--- src/rtl/cies_pkg.sv ---
////////////////////////////////////////////////////////////////////////////////
package cies_pkg;

   localparam int unsigned    ADDR_W          = 24;
   localparam logic [7:0]     PAGE_ZERO       = 8'h00;
   localparam logic [7:0]     MARK_FROM_SHORT = 8'h00;
   localparam logic [7:0]     MARK_FROM_LONG  = 8'h01;
   localparam logic [15:0]    NMI_VECTOR      = 16'h0066;
   localparam logic [7:0]     VEC_STEP        = 8'h02;
   localparam logic [2:0]     PUSH_N_SHORT    = 3'h2;
   localparam logic [2:0]     PUSH_N_MIXSHORT = 3'h3;
   localparam logic [2:0]     PUSH_N_LONG     = 3'h3;
   localparam logic [2:0]     PUSH_N_LONGMIX  = 3'h4;
   localparam logic           RST_IEF         = 1'b0;
   localparam logic           RST_MODE_BIT    = 1'b0;
   localparam logic [23:0]    RST_ADDR        = 24'h00_0000;
   localparam logic [7:0]     RST_BYTE        = 8'h00;
   localparam logic [15:0]    ONE_16          = 16'h0001;
   localparam logic [23:0]    ONE_24          = 24'h00_0001;

   typedef enum logic [2:0] {
      ST_IDLE,
      ST_PUSH,
      ST_RD_LO,
      ST_RD_HI,
      ST_CAP_LO,
      ST_CAP_HI,
      ST_LOAD
   } cies_state_e;

   // {long address mode, mixed mode}
   typedef enum logic [1:0] {
      MODE_SHORT,
      MODE_MIX_SHORT,
      MODE_LONG,
      MODE_LONG_MIX
   } cies_mode_e;

endpackage

--- src/rtl/cies_prio_pick.sv ---
`timescale 1ns/1ps
`default_nettype none
module cies_prio_pick #(
   parameter int unsigned NUM_SRC = 48
) (
   input  wire logic                clk_in,
   input  wire logic                rst_n_in,
   input  wire logic [NUM_SRC-1:0]  irq_req_in,
   output var  logic                valid_out,
   output var  logic [7:0]          vector_out
);
   import cies_pkg::*;

   logic       any_d;
   logic [7:0] vec_d;

   // index 0 is scanned last so it wins; the request is a level held by the source
   always_comb begin
      any_d = 1'b0;
      vec_d = RST_BYTE;
      for (int i = NUM_SRC - 1; i >= 0; i--) begin
         if (irq_req_in[i]) begin
            any_d = 1'b1;
            vec_d = 8'(i) * VEC_STEP;
         end
      end
   end

   always_ff @(posedge clk_in) begin
      if (!rst_n_in) begin
         valid_out  <= 1'b0;
         vector_out <= RST_BYTE;
      end else begin
         valid_out  <= any_d;
         vector_out <= vec_d;
      end
   end
endmodule
`default_nettype wire

--- src/rtl/cies_entry_seq.sv ---
`timescale 1ns/1ps
`default_nettype none
module cies_entry_seq #(
   parameter int unsigned NUM_SRC = 48
) (
   input  wire logic                        clk_in,
   input  wire logic                        rst_n_in,
   input  wire logic [NUM_SRC-1:0]          irq_req_in,
   input  wire logic                        nmi_n_in,
   input  wire logic                        boundary_in,
   input  wire logic                        mixed_mode_enable_bit_in,
   input  wire logic                        mode_bit_write_in,
   input  wire logic                        mode_bit_value_in,
   input  wire logic                        ief_write_in,
   input  wire logic                        flag_one_value_in,
   input  wire logic                        flag_two_value_in,
   input  wire logic [cies_pkg::ADDR_W-1:0] pc_in,
   input  wire logic [7:0]                  int_page_in,
   input  wire logic [7:0]                  compat_page_base_in,
   input  wire logic [cies_pkg::ADDR_W-1:0] long_stack_pointer_in,
   input  wire logic [15:0]                 short_stack_pointer_in,
   input  wire logic [7:0]                  mem_rdata_in,
   output var  logic [cies_pkg::ADDR_W-1:0] mem_addr_out,
   output var  logic [7:0]                  mem_wdata_out,
   output var  logic                        mem_wr_out,
   output var  logic                        mem_rd_out,
   output var  logic                        busy_out,
   output var  logic                        pc_load_out,
   output var  logic [cies_pkg::ADDR_W-1:0] pc_value_out,
   output var  logic                        long_sp_load_out,
   output var  logic                        short_sp_load_out,
   output var  logic [cies_pkg::ADDR_W-1:0] sp_value_out,
   output var  logic                        int_enable_flag_one_out,
   output var  logic                        int_enable_flag_two_out,
   output var  logic                        long_address_mode_bit_out,
   output var  logic [7:0]                  vector_low_byte_bus_out,
   output var  logic                        nmi_entry_out
);
   import cies_pkg::*;

   ////////////////////////////////////////////////////////////////////////////
   // helpers

   function automatic logic [23:0] sp_dec(input logic [23:0] sp, input logic long_stack);
      logic [15:0] low;
      low = sp[15:0] - ONE_16;
      sp_dec = long_stack ? (sp - ONE_24) : {sp[23:16], low};
   endfunction

   function automatic cies_mode_e mode_of(input logic long_mode, input logic mixed_mode);
      mode_of = cies_mode_e'({long_mode, mixed_mode});
   endfunction

   ////////////////////////////////////////////////////////////////////////////
   // priority pick

   logic       pick_valid;
   logic [7:0] pick_vec;

   cies_prio_pick #(
      .NUM_SRC    (NUM_SRC)
   ) u_pick (
      .clk_in     (clk_in),
      .rst_n_in   (rst_n_in),
      .irq_req_in (irq_req_in),
      .valid_out  (pick_valid),
      .vector_out (pick_vec)
   );

   ////////////////////////////////////////////////////////////////////////////
   // acceptance

   cies_state_e  state_q;
   cies_mode_e   mode_q;
   logic         nmi_armed_q;
   logic         nmi_pend_q;
   logic         take_nmi;
   logic         take_irq;
   logic         take_any;
   cies_mode_e   cur_mode;

   assign cur_mode = mode_of(long_address_mode_bit_out, mixed_mode_enable_bit_in);
   // nmi first and with no flag check; maskable needs the first enable flag
   assign take_nmi = (state_q == ST_IDLE) && boundary_in && nmi_pend_q;
   assign take_irq = (state_q == ST_IDLE) && boundary_in && !nmi_pend_q
                     && pick_valid && int_enable_flag_one_out;
   assign take_any = take_nmi || take_irq;

   // one service per low period: the pin must go high again to re-arm
   always_ff @(posedge clk_in) begin
      if (!rst_n_in) begin
         nmi_armed_q <= 1'b0;
         nmi_pend_q  <= 1'b0;
      end else begin
         if (nmi_n_in) begin
            nmi_armed_q <= 1'b1;
         end else if (nmi_pend_q) begin
            nmi_armed_q <= 1'b0;
         end
         if (!nmi_n_in && nmi_armed_q && !nmi_pend_q) begin
            nmi_pend_q <= 1'b1;
         end else if (take_nmi) begin
            nmi_pend_q <= 1'b0;
         end
      end
   end

   ////////////////////////////////////////////////////////////////////////////
   // entry frame and sequencer

   logic [3:0][7:0] push_buf_q;
   logic [2:0]      push_n_q;
   logic [2:0]      push_idx_q;
   logic [23:0]     sp_work_q;
   logic            long_stack_q;
   logic [23:0]     vec_addr_q;
   logic [7:0]      vec_lo_q;
   logic [7:0]      vec_hi_q;
   logic [7:0]      pc_top_q;
   logic            is_nmi_q;
   logic [23:0]     ret;

   // compatibility mode returns only the 16-bit counter
   assign ret = (cur_mode == MODE_SHORT || cur_mode == MODE_MIX_SHORT)
                ? {PAGE_ZERO, pc_in[15:0]} : pc_in;

   always_ff @(posedge clk_in) begin
      if (!rst_n_in) begin
         state_q      <= ST_IDLE;
         mode_q       <= MODE_SHORT;
         push_buf_q   <= '0;
         push_n_q     <= '0;
         push_idx_q   <= '0;
         sp_work_q    <= RST_ADDR;
         long_stack_q <= 1'b0;
         vec_addr_q   <= RST_ADDR;
         vec_lo_q     <= RST_BYTE;
         vec_hi_q     <= RST_BYTE;
         pc_top_q     <= RST_BYTE;
         is_nmi_q     <= 1'b0;
      end else begin
         unique case (state_q)
            ST_IDLE: begin
               if (take_any) begin
                  state_q    <= ST_PUSH;
                  mode_q     <= cur_mode;
                  is_nmi_q   <= take_nmi;
                  push_idx_q <= '0;
                  unique case (cur_mode)
                     MODE_SHORT: begin
                        push_buf_q   <= {RST_BYTE, RST_BYTE, ret[7:0], ret[15:8]};
                        push_n_q     <= PUSH_N_SHORT;
                        long_stack_q <= 1'b0;
                        sp_work_q    <= {compat_page_base_in, short_stack_pointer_in};
                        vec_addr_q   <= {compat_page_base_in, int_page_in, pick_vec};
                        pc_top_q     <= compat_page_base_in;
                     end
                     MODE_MIX_SHORT: begin
                        push_buf_q   <= {RST_BYTE, MARK_FROM_SHORT, ret[7:0], ret[15:8]};
                        push_n_q     <= PUSH_N_MIXSHORT;
                        long_stack_q <= 1'b1;
                        sp_work_q    <= long_stack_pointer_in;
                        vec_addr_q   <= {PAGE_ZERO, int_page_in, pick_vec};
                        pc_top_q     <= PAGE_ZERO;
                     end
                     MODE_LONG: begin
                        push_buf_q   <= {RST_BYTE, ret[7:0], ret[15:8], ret[23:16]};
                        push_n_q     <= PUSH_N_LONG;
                        long_stack_q <= 1'b1;
                        sp_work_q    <= long_stack_pointer_in;
                        vec_addr_q   <= {PAGE_ZERO, int_page_in, pick_vec};
                        pc_top_q     <= PAGE_ZERO;
                     end
                     MODE_LONG_MIX: begin
                        push_buf_q   <= {MARK_FROM_LONG, ret[7:0], ret[15:8], ret[23:16]};
                        push_n_q     <= PUSH_N_LONGMIX;
                        long_stack_q <= 1'b1;
                        sp_work_q    <= long_stack_pointer_in;
                        vec_addr_q   <= {PAGE_ZERO, int_page_in, pick_vec};
                        pc_top_q     <= PAGE_ZERO;
                     end
                  endcase
               end
            end
            ST_PUSH: begin
               sp_work_q  <= sp_dec(sp_work_q, long_stack_q);
               push_idx_q <= push_idx_q + 3'h1;
               if (push_idx_q == push_n_q - 3'h1) begin
                  state_q <= is_nmi_q ? ST_LOAD : ST_RD_LO;
               end
            end
            ST_RD_LO: state_q <= ST_RD_HI;
            ST_RD_HI: state_q <= ST_CAP_LO;
            ST_CAP_LO: begin
               vec_lo_q <= mem_rdata_in;
               state_q  <= ST_CAP_HI;
            end
            ST_CAP_HI: begin
               vec_hi_q <= mem_rdata_in;
               state_q  <= ST_LOAD;
            end
            ST_LOAD: state_q <= ST_IDLE;
            default: state_q <= ST_IDLE;
         endcase
      end
   end

   ////////////////////////////////////////////////////////////////////////////
   // memory strobes, registered so the bus never sees a combinational glitch

   always_ff @(posedge clk_in) begin
      if (!rst_n_in) begin
         mem_addr_out  <= RST_ADDR;
         mem_wdata_out <= RST_BYTE;
         mem_wr_out    <= 1'b0;
         mem_rd_out    <= 1'b0;
      end else begin
         mem_wr_out <= 1'b0;
         mem_rd_out <= 1'b0;
         if (state_q == ST_PUSH) begin
            mem_wr_out    <= 1'b1;
            mem_addr_out  <= sp_dec(sp_work_q, long_stack_q);
            mem_wdata_out <= push_buf_q[push_idx_q[1:0]];
         end else if (state_q == ST_RD_LO) begin
            mem_rd_out   <= 1'b1;
            mem_addr_out <= vec_addr_q;
         end else if (state_q == ST_RD_HI) begin
            mem_rd_out   <= 1'b1;
            mem_addr_out <= vec_addr_q + ONE_24;
         end
      end
   end

   ////////////////////////////////////////////////////////////////////////////
   // counter, stack pointer and vector bus hand-back

   always_ff @(posedge clk_in) begin
      if (!rst_n_in) begin
         pc_load_out       <= 1'b0;
         pc_value_out      <= RST_ADDR;
         long_sp_load_out  <= 1'b0;
         short_sp_load_out <= 1'b0;
         sp_value_out      <= RST_ADDR;
         nmi_entry_out     <= 1'b0;
         busy_out          <= 1'b0;
         vector_low_byte_bus_out <= RST_BYTE;
      end else begin
         pc_load_out       <= (state_q == ST_LOAD);
         long_sp_load_out  <= (state_q == ST_LOAD) && long_stack_q;
         short_sp_load_out <= (state_q == ST_LOAD) && !long_stack_q;
         busy_out          <= take_any || (state_q != ST_IDLE && state_q != ST_LOAD);
         if (take_irq) begin
            vector_low_byte_bus_out <= pick_vec;
         end
         if (take_any) begin
            nmi_entry_out <= take_nmi;
         end
         if (state_q == ST_LOAD) begin
            sp_value_out <= sp_work_q;
            // upper byte is 00h outside pure short mode
            pc_value_out <= is_nmi_q ? {pc_top_q, NMI_VECTOR}
                                     : {pc_top_q, vec_hi_q, vec_lo_q};
         end
      end
   end

   ////////////////////////////////////////////////////////////////////////////
   // enable flags and address mode

   // entry clear beats a same-cycle software write: the cpu is stalled then anyway
   always_ff @(posedge clk_in) begin
      if (!rst_n_in) begin
         int_enable_flag_one_out <= RST_IEF;
         int_enable_flag_two_out <= RST_IEF;
      end else if (take_irq) begin
         int_enable_flag_one_out <= 1'b0;
         int_enable_flag_two_out <= 1'b0;
      end else if (take_nmi) begin
         int_enable_flag_one_out <= 1'b0;
         int_enable_flag_two_out <= int_enable_flag_one_out;
      end else if (ief_write_in && state_q == ST_IDLE) begin
         int_enable_flag_one_out <= flag_one_value_in;
         int_enable_flag_two_out <= flag_two_value_in;
      end
   end

   // handler return style is software's job; on entry this block only sets the mode bit after a mixed short frame
   always_ff @(posedge clk_in) begin
      if (!rst_n_in) begin
         long_address_mode_bit_out <= RST_MODE_BIT;
      end else if (state_q == ST_LOAD) begin
         if (mode_q == MODE_MIX_SHORT) begin
            long_address_mode_bit_out <= 1'b1;
         end
      end else if (mode_bit_write_in && state_q == ST_IDLE && !take_any) begin
         long_address_mode_bit_out <= mode_bit_value_in;
      end
   end

   ////////////////////////////////////////////////////////////////////////////
   // checks

   logic [2:0] wr_cnt_q;
   logic [7:0] last_wdata_q;
   logic [7:0] first_wdata_q;

   always_ff @(posedge clk_in) begin
      if (!rst_n_in) begin
         wr_cnt_q      <= '0;
         last_wdata_q  <= RST_BYTE;
         first_wdata_q <= RST_BYTE;
      end else if (take_any) begin
         wr_cnt_q <= '0;
      end else if (mem_wr_out) begin
         wr_cnt_q     <= wr_cnt_q + 3'h1;
         last_wdata_q <= mem_wdata_out;
         if (wr_cnt_q == 3'h0) begin
            first_wdata_q <= mem_wdata_out;
         end
      end
   end
endmodule
`default_nettype wire

--- config.mk ---
export PLATFORM = sky130hd
export DESIGN_NAME = cies_entry_seq
export DESIGN_NICKNAME = d
export VERILOG_FILES = /design/src/rtl/cies_pkg.sv /design/src/rtl/cies_prio_pick.sv /design/src/rtl/cies_entry_seq.sv
export SDC_FILE = /design/constraint.sdc
export NUM_CORES = 1
export LEC_CHECK = 0
export BUFFER_PORTS_ARGS = -buffer_cell sky130_fd_sc_hd__buf_4
export CAP_MARGIN = 5
export CORE_UTILIZATION = 50
export CTS_BUF_LIST = sky130_fd_sc_hd__clkbuf_8
export DETAILED_ROUTE_END_ITERATION = 10
export PLACE_DENSITY = 0.88
export SLEW_MARGIN = 15
export SYNTH_ARGS = -nofsm -noshare
export SYNTH_HDL_FRONTEND = slang
export SYNTH_SLANG_ARGS = --single-unit
export TNS_END_PERCENT = 30
--- constraint.sdc ---
create_clock -name clk_in -period 6.3 [get_ports clk_in]
set_clock_uncertainty 0.15 [all_clocks]
set_input_delay 1.26 -clock clk_in [delete_from_list [all_inputs] [get_ports clk_in]]
set_output_delay 1.26 -clock clk_in [all_outputs]
set_load 0.05 [all_outputs]
; ---- After elaboration in Yosys (flattened, before gate mapping)
; Cells that the tools add are included.
[totals]
out_inout_bits = 98
register_bits = 226
input_bits = 146
[classes]
n_lt_le_gt_ge = 1
n_eq_ne = 15
n_reduce_logical = 46
bitwise = 1
addsub = 5
muxes = 129
[op_table]
columns = op, count
row1 = $mux 24, 6
row2 = $pmux 24 s2, 3
row3 = $mux 7, 16
row4 = $mux 6, 16
row5 = $pmux 32 s3, 1
row6 = $mux 1, 60
row7 = $reduce_or 48->1, 1
row8 = $mux 5, 8
row9 = $reduce_or 33->1, 1
row10 = $add 24x1->24 const B, 1
row11 = $sub 24x1->24 const B, 1
row12 = $mux 3, 6
row13 = $pmux 3 s6, 1
row14 = $reduce_or 17->1, 1
row15 = $bmux 8 s2, 1
row16 = $mux 16, 1
row17 = $mux 4, 4
row18 = $pmux 8 s2, 1
row19 = $sub 16x1->16 const B, 1
row20 = $logic_and 1x1->1, 13
row21 = $reduce_bool 2->1, 5
row22 = $reduce_or 2->1, 5
row23 = $eq 3x3->1 const B, 3
row24 = $pmux 3 s3, 1
row25 = 25 further kinds, 40

; ---- Depth between registers and ports, before layout
; Gate-level depths: netlist (run 1).
[logic_depth]
depth_word = 48
depth_mapped = 8
depth_no_buf = 8

; ---- Hierarchy
; Synthesis (run 1) repeated with hierarchy kept, for this count alone.
[unflattened]
hier_cells = 1257
area_unflattened_um2 = 10110.9
[modules_own_cells]
columns = module, instances, seq_area_each_um2, cells_per_inst, area_per_inst_um2
row1 = cies_entry_seq, 1, 4023.9, 1146, 9328.9
row2 = cies_prio_pick, 1, 140.1, 111, 782.0

; ---- Worst setup path after synthesis (run 1)
; OpenSTA, ideal clock, no wires.
[synth_path]
path_kind = input -> register
start = in mixed_mode_enable_bit_in
end = reg sp_work_q[12]
stages = 7
n_path_buf = 2
required_time_ps = 6018
slack_ps = 3314
t_arrival_ps = 2703
cell_sequence = inv_1 ha_1 clkbuf_1 clkbuf_1 mux2_2 a21oi_1 a21oi_1
[synth_between]
elab_chain_cells = 5
[synth_rtl]
columns = item, line_no
row1 = "start, declared", cies_entry_seq.sv:11  ; input wire logic mixed_mode_enable_bit_in,
row2 = $eq 2x1->1 / $eq 2x2->1 (equally long branches), cies_entry_seq.sv:149  ; unique case (cur_mode)
row3 = $reduce_or 3->1 (no source line), n/a
row4 = $pmux 24 s2 (*), cies_entry_seq.sv:149
row5 = $mux 24 (*), cies_entry_seq.sv:144  ; if (take_any) begin
row6 = $pmux 24 s2 (*), cies_entry_seq.sv:142  ; unique case (state_q)
row7 = "end signal, assigned", cies_entry_seq.sv:154  ; sp_work_q <= {compat_page_base_in, short_stack_pointer_in};
row8 = "end signal, assigned", cies_entry_seq.sv:162  ; sp_work_q <= long_stack_pointer_in;
row9 = "end signal, assigned", cies_entry_seq.sv:170  ; sp_work_q <= long_stack_pointer_in;
row10 = "end, declared", cies_entry_seq.sv:114  ; logic [23:0] sp_work_q;
; Every way passes the cells marked *; elsewhere a longest branch is shown, timed or not. The select of a mux whose other input is x is not followed.
; A chain may end at the register's enable or synchronous reset.

; ---- Final worst setup path (run 1)
[layout_path]
start = reg state_q[1]
end = reg sp_work_q[14]
[layout_between]
elab_chain_cells = 8
[layout_rtl]
columns = item, line_no
row1 = "start, declared", cies_entry_seq.sv:73  ; cies_state_e state_q;
row2 = "start signal, assigned", cies_entry_seq.sv:189  ; state_q <= is_nmi_q ? ST_LOAD : ST_RD_LO;
row3 = $logic_not 3->1, "cies_entry_seq.sv:84, cies_entry_seq.sv:85, cies_entry_seq.sv:142"
row4 = $logic_and 1x1->1, "cies_entry_seq.sv:84, cies_entry_seq.sv:85"
row5 = $logic_and 1x1->1, cies_entry_seq.sv:85  ; assign take_irq = (state_q == ST_IDLE) && boundary_in && !nmi_pend_q
row6 = $logic_and 1x1->1 (2 in a row), cies_entry_seq.sv:86  ; && pick_valid && int_enable_flag_one_out;
row7 = $logic_or 1x1->1, cies_entry_seq.sv:87  ; assign take_any = take_nmi || take_irq;
row8 = $ne 2x2->1 (no source line), n/a
row9 = $reduce_and 2->1 (no source line), n/a
; Several ways; a longest one is shown, not always the timed one.

==> results of run 1 <==
## synthesized netlist by cell type, types with 9 or more instances
master / count / area (um2)
nand2_1: 216 / 810.8
nand3_1: 38 / 190.2
nor2b_1: 13 / 81.33
nand3b_1: 14 / 105.1
clkbuf_1: 79 / 296.5
nor4_1: 27 / 168.9
a211oi_1: 13 / 97.59
a21oi_1: 148 / 740.7
a221oi_1: 17 / 148.9
nor3_1: 43 / 215.2
nor2_1: 120 / 450.4
inv_1: 15 / 56.30
xnor2_1: 15 / 131.4
dfxtp_1: 204 / 4084
mux2i_1: 34 / 340.3
a31oi_1: 9 / 56.30
o21ai_0: 38 / 190.2
a311oi_1: 9 / 78.83
xor2_1: 9 / 78.83
## registers in the layout (all words and copies together) (netlist names), 8 cells and up
name and cells:
vec_addr_q 15, mem_wdata_out 8, vec_lo_q 8, sp_work_q 24, sp_value_out 24, mem_addr_out 24, push_buf_q 24, vec_hi_q 8
pc_value_out 24
## worst register-to-register path, cell delays in order (launching register included)
cell	delay (ns)
dfxtp_1	0.62
nor3_1	0.89
nand3_2	0.97
nand2_1	0.64
o21ai_0	0.16
a221oi_1	0.34
nor2_1	0.08
## stage by stage
stage,hold slack [ns],setup slack [ns],util,cells
6_report,0.2897,2.322,0.6510,1613
5_1_grt,0.3235,2.018,0.6510,1613
4_1_cts,0.2972,2.414,0.6510,1613
3_5_place_dp,0.2939,2.412,0.6129,1556
3_3_place_gp,0.2879,2.554,0.6129,1556
2_1_floorplan,0.2787,3.314,-,1167
## how the worst max path moves through the flow
stage	endpoint	depth (start not counted)
after global routing	sp_work_q[14]	6
after floorplan	sp_work_q[12]	7
final	sp_work_q[14]	6
after detailed placement	sp_work_q[6]	6
after CTS	sp_work_q[14]	6
after global placement	sp_work_q[18]	6
## cell type report
type | instances | area, um2
multi-input cells | 858 | 4708
repair buffers | 249 | 1869
fillers | 1512 | 6270
inverters | 16 | 62.56
flip-flops and latches | 204 | 4084
well taps | 229 | 286.5
clock buffers | 46 | 633.1
clock inverters | 11 | 50.05
## kinds of logic after synthesis
kind of cell / Yosys count / synth area share
compound gates: 282 / 0.1844
xor+xnor: 24 / 0.02286
fa+ha+maj: 8 / 0.01089
buf+inv: 105 / 0.04558
flops: 204 / 0.4441
mux: 40 / 0.04558
other cells: 1 / 0.0004078
simple gates: 502 / 0.2462
## metal layers
metal	global-route usage	routed length [um]
met1	0.3512	10900
met2	0.4637	12980
met3	0.05887	2453
met4	0.09890	629
met5	0	0
## power breakdown
group / switching [uW] / internal [uW] / leakage [uW]
Clock: 519 / 648 / 0.000383
Combinational: 1280 / 673 / 0.00256
Sequential: 228 / 1470 / 0.00165
Total: 2030 / 2790 / 0.00460
==> out/results.txt, run 1 <==
Reg clk slew, reported paths: 0.06 ns
Kind of critical path: flop to flop
Remaining antenna violation count after routing: 0
Clock Latency Late Sink: 0.53 ns
Crit path cell chain: nor3_1 -> nand3_2 -> nand2_1 -> o21ai_0 -> a221oi_1 -> nor2_1
Peak supply drop: 0.0003710 V
Largest buffer count on any clock path: 3
Hold_sp: u_pick.vector_out[6]
CP Launch Type: flop
Highest clock rate: 0.2514 GHz
I/O pins: 244
Cell Area, Synth: 9195 um2
Fin crit share: 0.6315
Global Route Usage Sum: 0.2776
Register-to-register setup slack: 2.32 ns
DRC: 0
CTS tree: yes
Slowest-stage cell, CP: nand3_2
Diode count: 0
Starting Density: 0.5119
Worst hold path type: flop to flop
Setup violations, final: 0
Die footprint: 18940 um2
Congestion Overflow GR: 0
Design Area, Final: 11690 um2
Number of flops mapped to enable cells by yosys: 0
Worst slew pin tran: 1.126 ns
Post-synth ARST share: 0
Critical path startpoint: state_q[1]
Most frequent cells in the layout: buf_4 (249), nand2_1 (216), dfxtp_1 (204)
H-tree levels: 2
Post-synthesis instance total: 1166
Post_cts resized: 0
Netlist cell types: 61
Routability cong.: 0.9043
DRT Wirelength: 26970 um
Reg-to-reg endpoint: sp_work_q[14]
Worst R2R Path Depth: 6
Max-cap violations: 0
Share of layout cells above drive strength 1: 0.2312
Initial antenna violation count: 0
Status: finished clean
Initial DRC Count: 721
Total negative slack: 0 ns
Final Hold Vio Count: 0
TritonRoute pass-1 iters: 5
Crit end category: flop
Post-DP HPWL: 18660 um
Buf+Inv Stages, Crit Path: 0
First-pass GRT wire length: 41730 um
Average vias per placed instance: 5.823
Power, Total: 4822 uW
Crit path largest cell delay: 0.97 ns
Pin count of the biggest net entering global routing: 89
Hold-critical path depth: 2
Reg2Reg Launch Point: state_q[1]
Most common cell after layout, fill and taps aside: buf_4
Top Family by Delay on Critical Path: simple AND/OR/NAND/NOR gates
Synthesized area per cell: 7.886 um2
WL per Instance: 16.72 um
Vias in the first global route: 8600
Chip height: 137.6 um
Top_reg_cell synth: dfxtp_1
Std cell rows: 49
Slew headroom: 0.2465
Synth warn: 0
Leak: 0.004595 uW
Net count, final: 1518
Fin crit period: 3.978 ns
Area of the core: 17960 um2
Port Buffer Count: 241
Final Max Slew Viols: 0
Setup bufs post-CTS: 0
Sequential area share after synthesis: 0.4441
#FFs+latches synth: 204
Total power divided by cell area: 412.3 nW/um2
Worst Path Arrival: 4.21 ns
Cts hold-fix bufs: 0
RSZ-0062 raised after global routing: false
Num CTS Buffers: 35
Min-Delay Endpoint: vec_addr_q[6]
Die X: 137.6 um
CTS root buf: clkbuf_8
Syn-to-layout area delta: 27.17%
CP max FO: 43
Dpl cell area: 11010 um2
Critical Path RT: 6.53 ns
Sink Count: 204
Total number of vias: 9393
No activity file was read; power rests on OpenSTA's default activity.
==> run 2: changes to the inputs <==
clock period = 4 ns   (was 6.3 ns; I/O delays follow)
==> run 2 against run 1 <==
Global-route usage up 0.51 points. Worst setup slack lost 1.2 ns. Sequential power is 56% higher. Highest routed layer unchanged. Critical path depth fell by 1. First-iteration DRC count is 2.8% higher. Largest power group unchanged. Clock power is 63% higher. Via count about the same. Wire length rose by 0.74%. Clock-buffer cell count decreased by 1.
==> out/results.txt, run 2 (synthesis results as in run 1) <==
Status: finished clean
Post-Layout Cell Count: 1625 (+0.74%)
CTS tree: yes
Post-DP HPWL: 18690 um (+0.17%)
Multi-input logic area: 4708 um2 (unchanged)
First-pass GRT wire length: 42500 um (+1.8%)
CTS root buf: clkbuf_8
Vias in the first global route: 8791 (+2.2%)
Average vias per placed instance: 5.776 (-0.81%)
Remaining antenna violation count after routing: 0 (unchanged)
Starting Density: 0.5119 (unchanged)
DP Cell Count: 1564 (+0.51%)
Initial antenna violation count: 1 (+1)
Net count, final: 1526 (+0.53%)
Fin crit share: 0.7261 (+0.09467)
Syn-to-layout area delta: 28.32%
Total number of vias: 9386 (-0.075%)
Dpl cell area: 11080 um2 (+0.66%)
Chip height: 137.6 um (unchanged)
Total negative slack: 0 ns (unchanged)
Global Route Usage Sum: 0.2827 (+0.005071)
Clock Latency Late Sink: 0.53 ns (about the same)
Crit path largest cell delay: 0.78 ns (-0.19 ns)
Die X: 137.6 um (unchanged)
Area of the core: 17960 um2 (unchanged)
Setup bufs post-CTS: 0 (unchanged)
Most frequent cells in the layout: buf_4 (256), nand2_1 (216), dfxtp_1 (204)
Initial DRC Count: 741 (+2.8%)
H-tree levels: 2 (unchanged)
Slowest-stage cell, CP: nor3_1
FF/Latch Area: 4084 um2 (unchanged)
Routability cong.: 0.9006 (-0.41%)
CP Launch Type: flop
DRC: 0 (unchanged)
Kind of critical path: flop to flop
Most common cell after layout, fill and taps aside: buf_4
Leak: 0.004657 uW (+1.3%)
Finished Core Util: 0.6568 (+0.005850)
Highest clock rate: 0.3443 GHz (+37%)
Critical Path RT: 4.20 ns (-2.33 ns)
Worst setup margin: 1.096 ns (-1.226 ns)
Reg clk slew, reported paths: 0.06 ns (about the same)
DRT Wirelength: 27170 um (+0.74%)
Worst Path Arrival: 3.11 ns (-1.10 ns)
Final Max Slew Viols: 0 (unchanged)
Crit path cell chain: nor3_1 -> nand4_1 -> nor2_1 -> mux2i_1 -> nor2_1
Worst slew pin tran: 1.083 ns (-0.04303 ns)
Post_cts resized: 0 (unchanged)
Port Buffer Count: 241 (unchanged)
Max-cap violations: 0 (unchanged)
Pin count of the biggest net entering global routing: 107 (+20%)
Cts hold-fix bufs: 0 (unchanged)
Design Area, Final: 11800 um2 (+0.90%)
Total power divided by cell area: 653.8 nW/um2 (+59%)
WL per Instance: 16.72 um (about the same)
Largest buffer count on any clock path: 3 (unchanged)
Fin crit period: 2.905 ns (-1.074 ns)
CP max FO: 20 (-53%)
Num CTS Buffers: 35 (unchanged)
Std cell rows: 49 (unchanged)
RSZ-0062 raised after global routing: false
Final Hold Vio Count: 0 (unchanged)
Peak supply drop: 0.0005624 V (+52%)
Fillers: 1500 (-0.79%)
I/O pins: 244 (unchanged)
Share of layout cells above drive strength 1: 0.2366 (+0.005345)
Sink Count: 204 (unchanged)
Congestion Overflow GR: 0 (unchanged)
Setup violations, final: 0 (unchanged)
Die footprint: 18940 um2 (unchanged)
Most frequent CP cell: nor2_1
Slew headroom: 0.2780 (+0.03146)
Crit end category: flop
TritonRoute pass-1 iters: 6 (+1)
Worst hold path type: flop to flop
Worst slack, placed: 1.146 ns (-1.267 ns)
[run 2: worst max-delay path: cells and delay by family, from the launching register on]
| family | cells | cell delay (ns) |
|---|---|---|
| mux | 1 | 0.26 |
| flops | 1 | 0.51 |
| simple gates | 4 | 1.82 |
[run 2: per-stage QoR]
stage	hold WS, ns	power [uW]
after floorplan	0.2787	4824
final	0.2891	7714
after global placement	0.2881	5694
after CTS	0.2996	7660
after global routing	0.3184	8095
after detailed placement	0.2933	5748
[run 2: layer usage]
metal	up-vias	wire [um]	track usage
met5	-	0	0
met4	0	899	0.1276
met1	4338	11210	0.3595
li1	4509	-	-
met2	459	12670	0.4609
met3	80	2379	0.05519
[run 2: power by group]
part	switching (uW)	internal, uW	leakage, uW
Clock	839	1070	0.000403
Sequential	331	2320	0.00165
Combinational	2070	1090	0.00260
[run 2: area by class of cell]
cell class,count,area share
clock inverters,15,0.007953
diodes,1,0.0002121
clock buffers,45,0.05249
repair buffers,257,0.1646
flip-flops and latches,204,0.3461
inverters,16,0.005302
well taps,229,0.02428
multi-input cells,858,0.3990
[run 2: path summary, 6_finish.rpt]
check / from / endpoint / slack (ns) / cells after the start
max reg2reg: state_q[2] / vector_low_byte_bus_out[2] / 1.10 / 5
min reg2reg: u_pick.vector_out[4] / vec_addr_q[4] / 0.29 / 2
max: state_q[2] / vector_low_byte_bus_out[2] / 1.10 / 5
min: u_pick.vector_out[4] / vec_addr_q[4] / 0.29 / 2
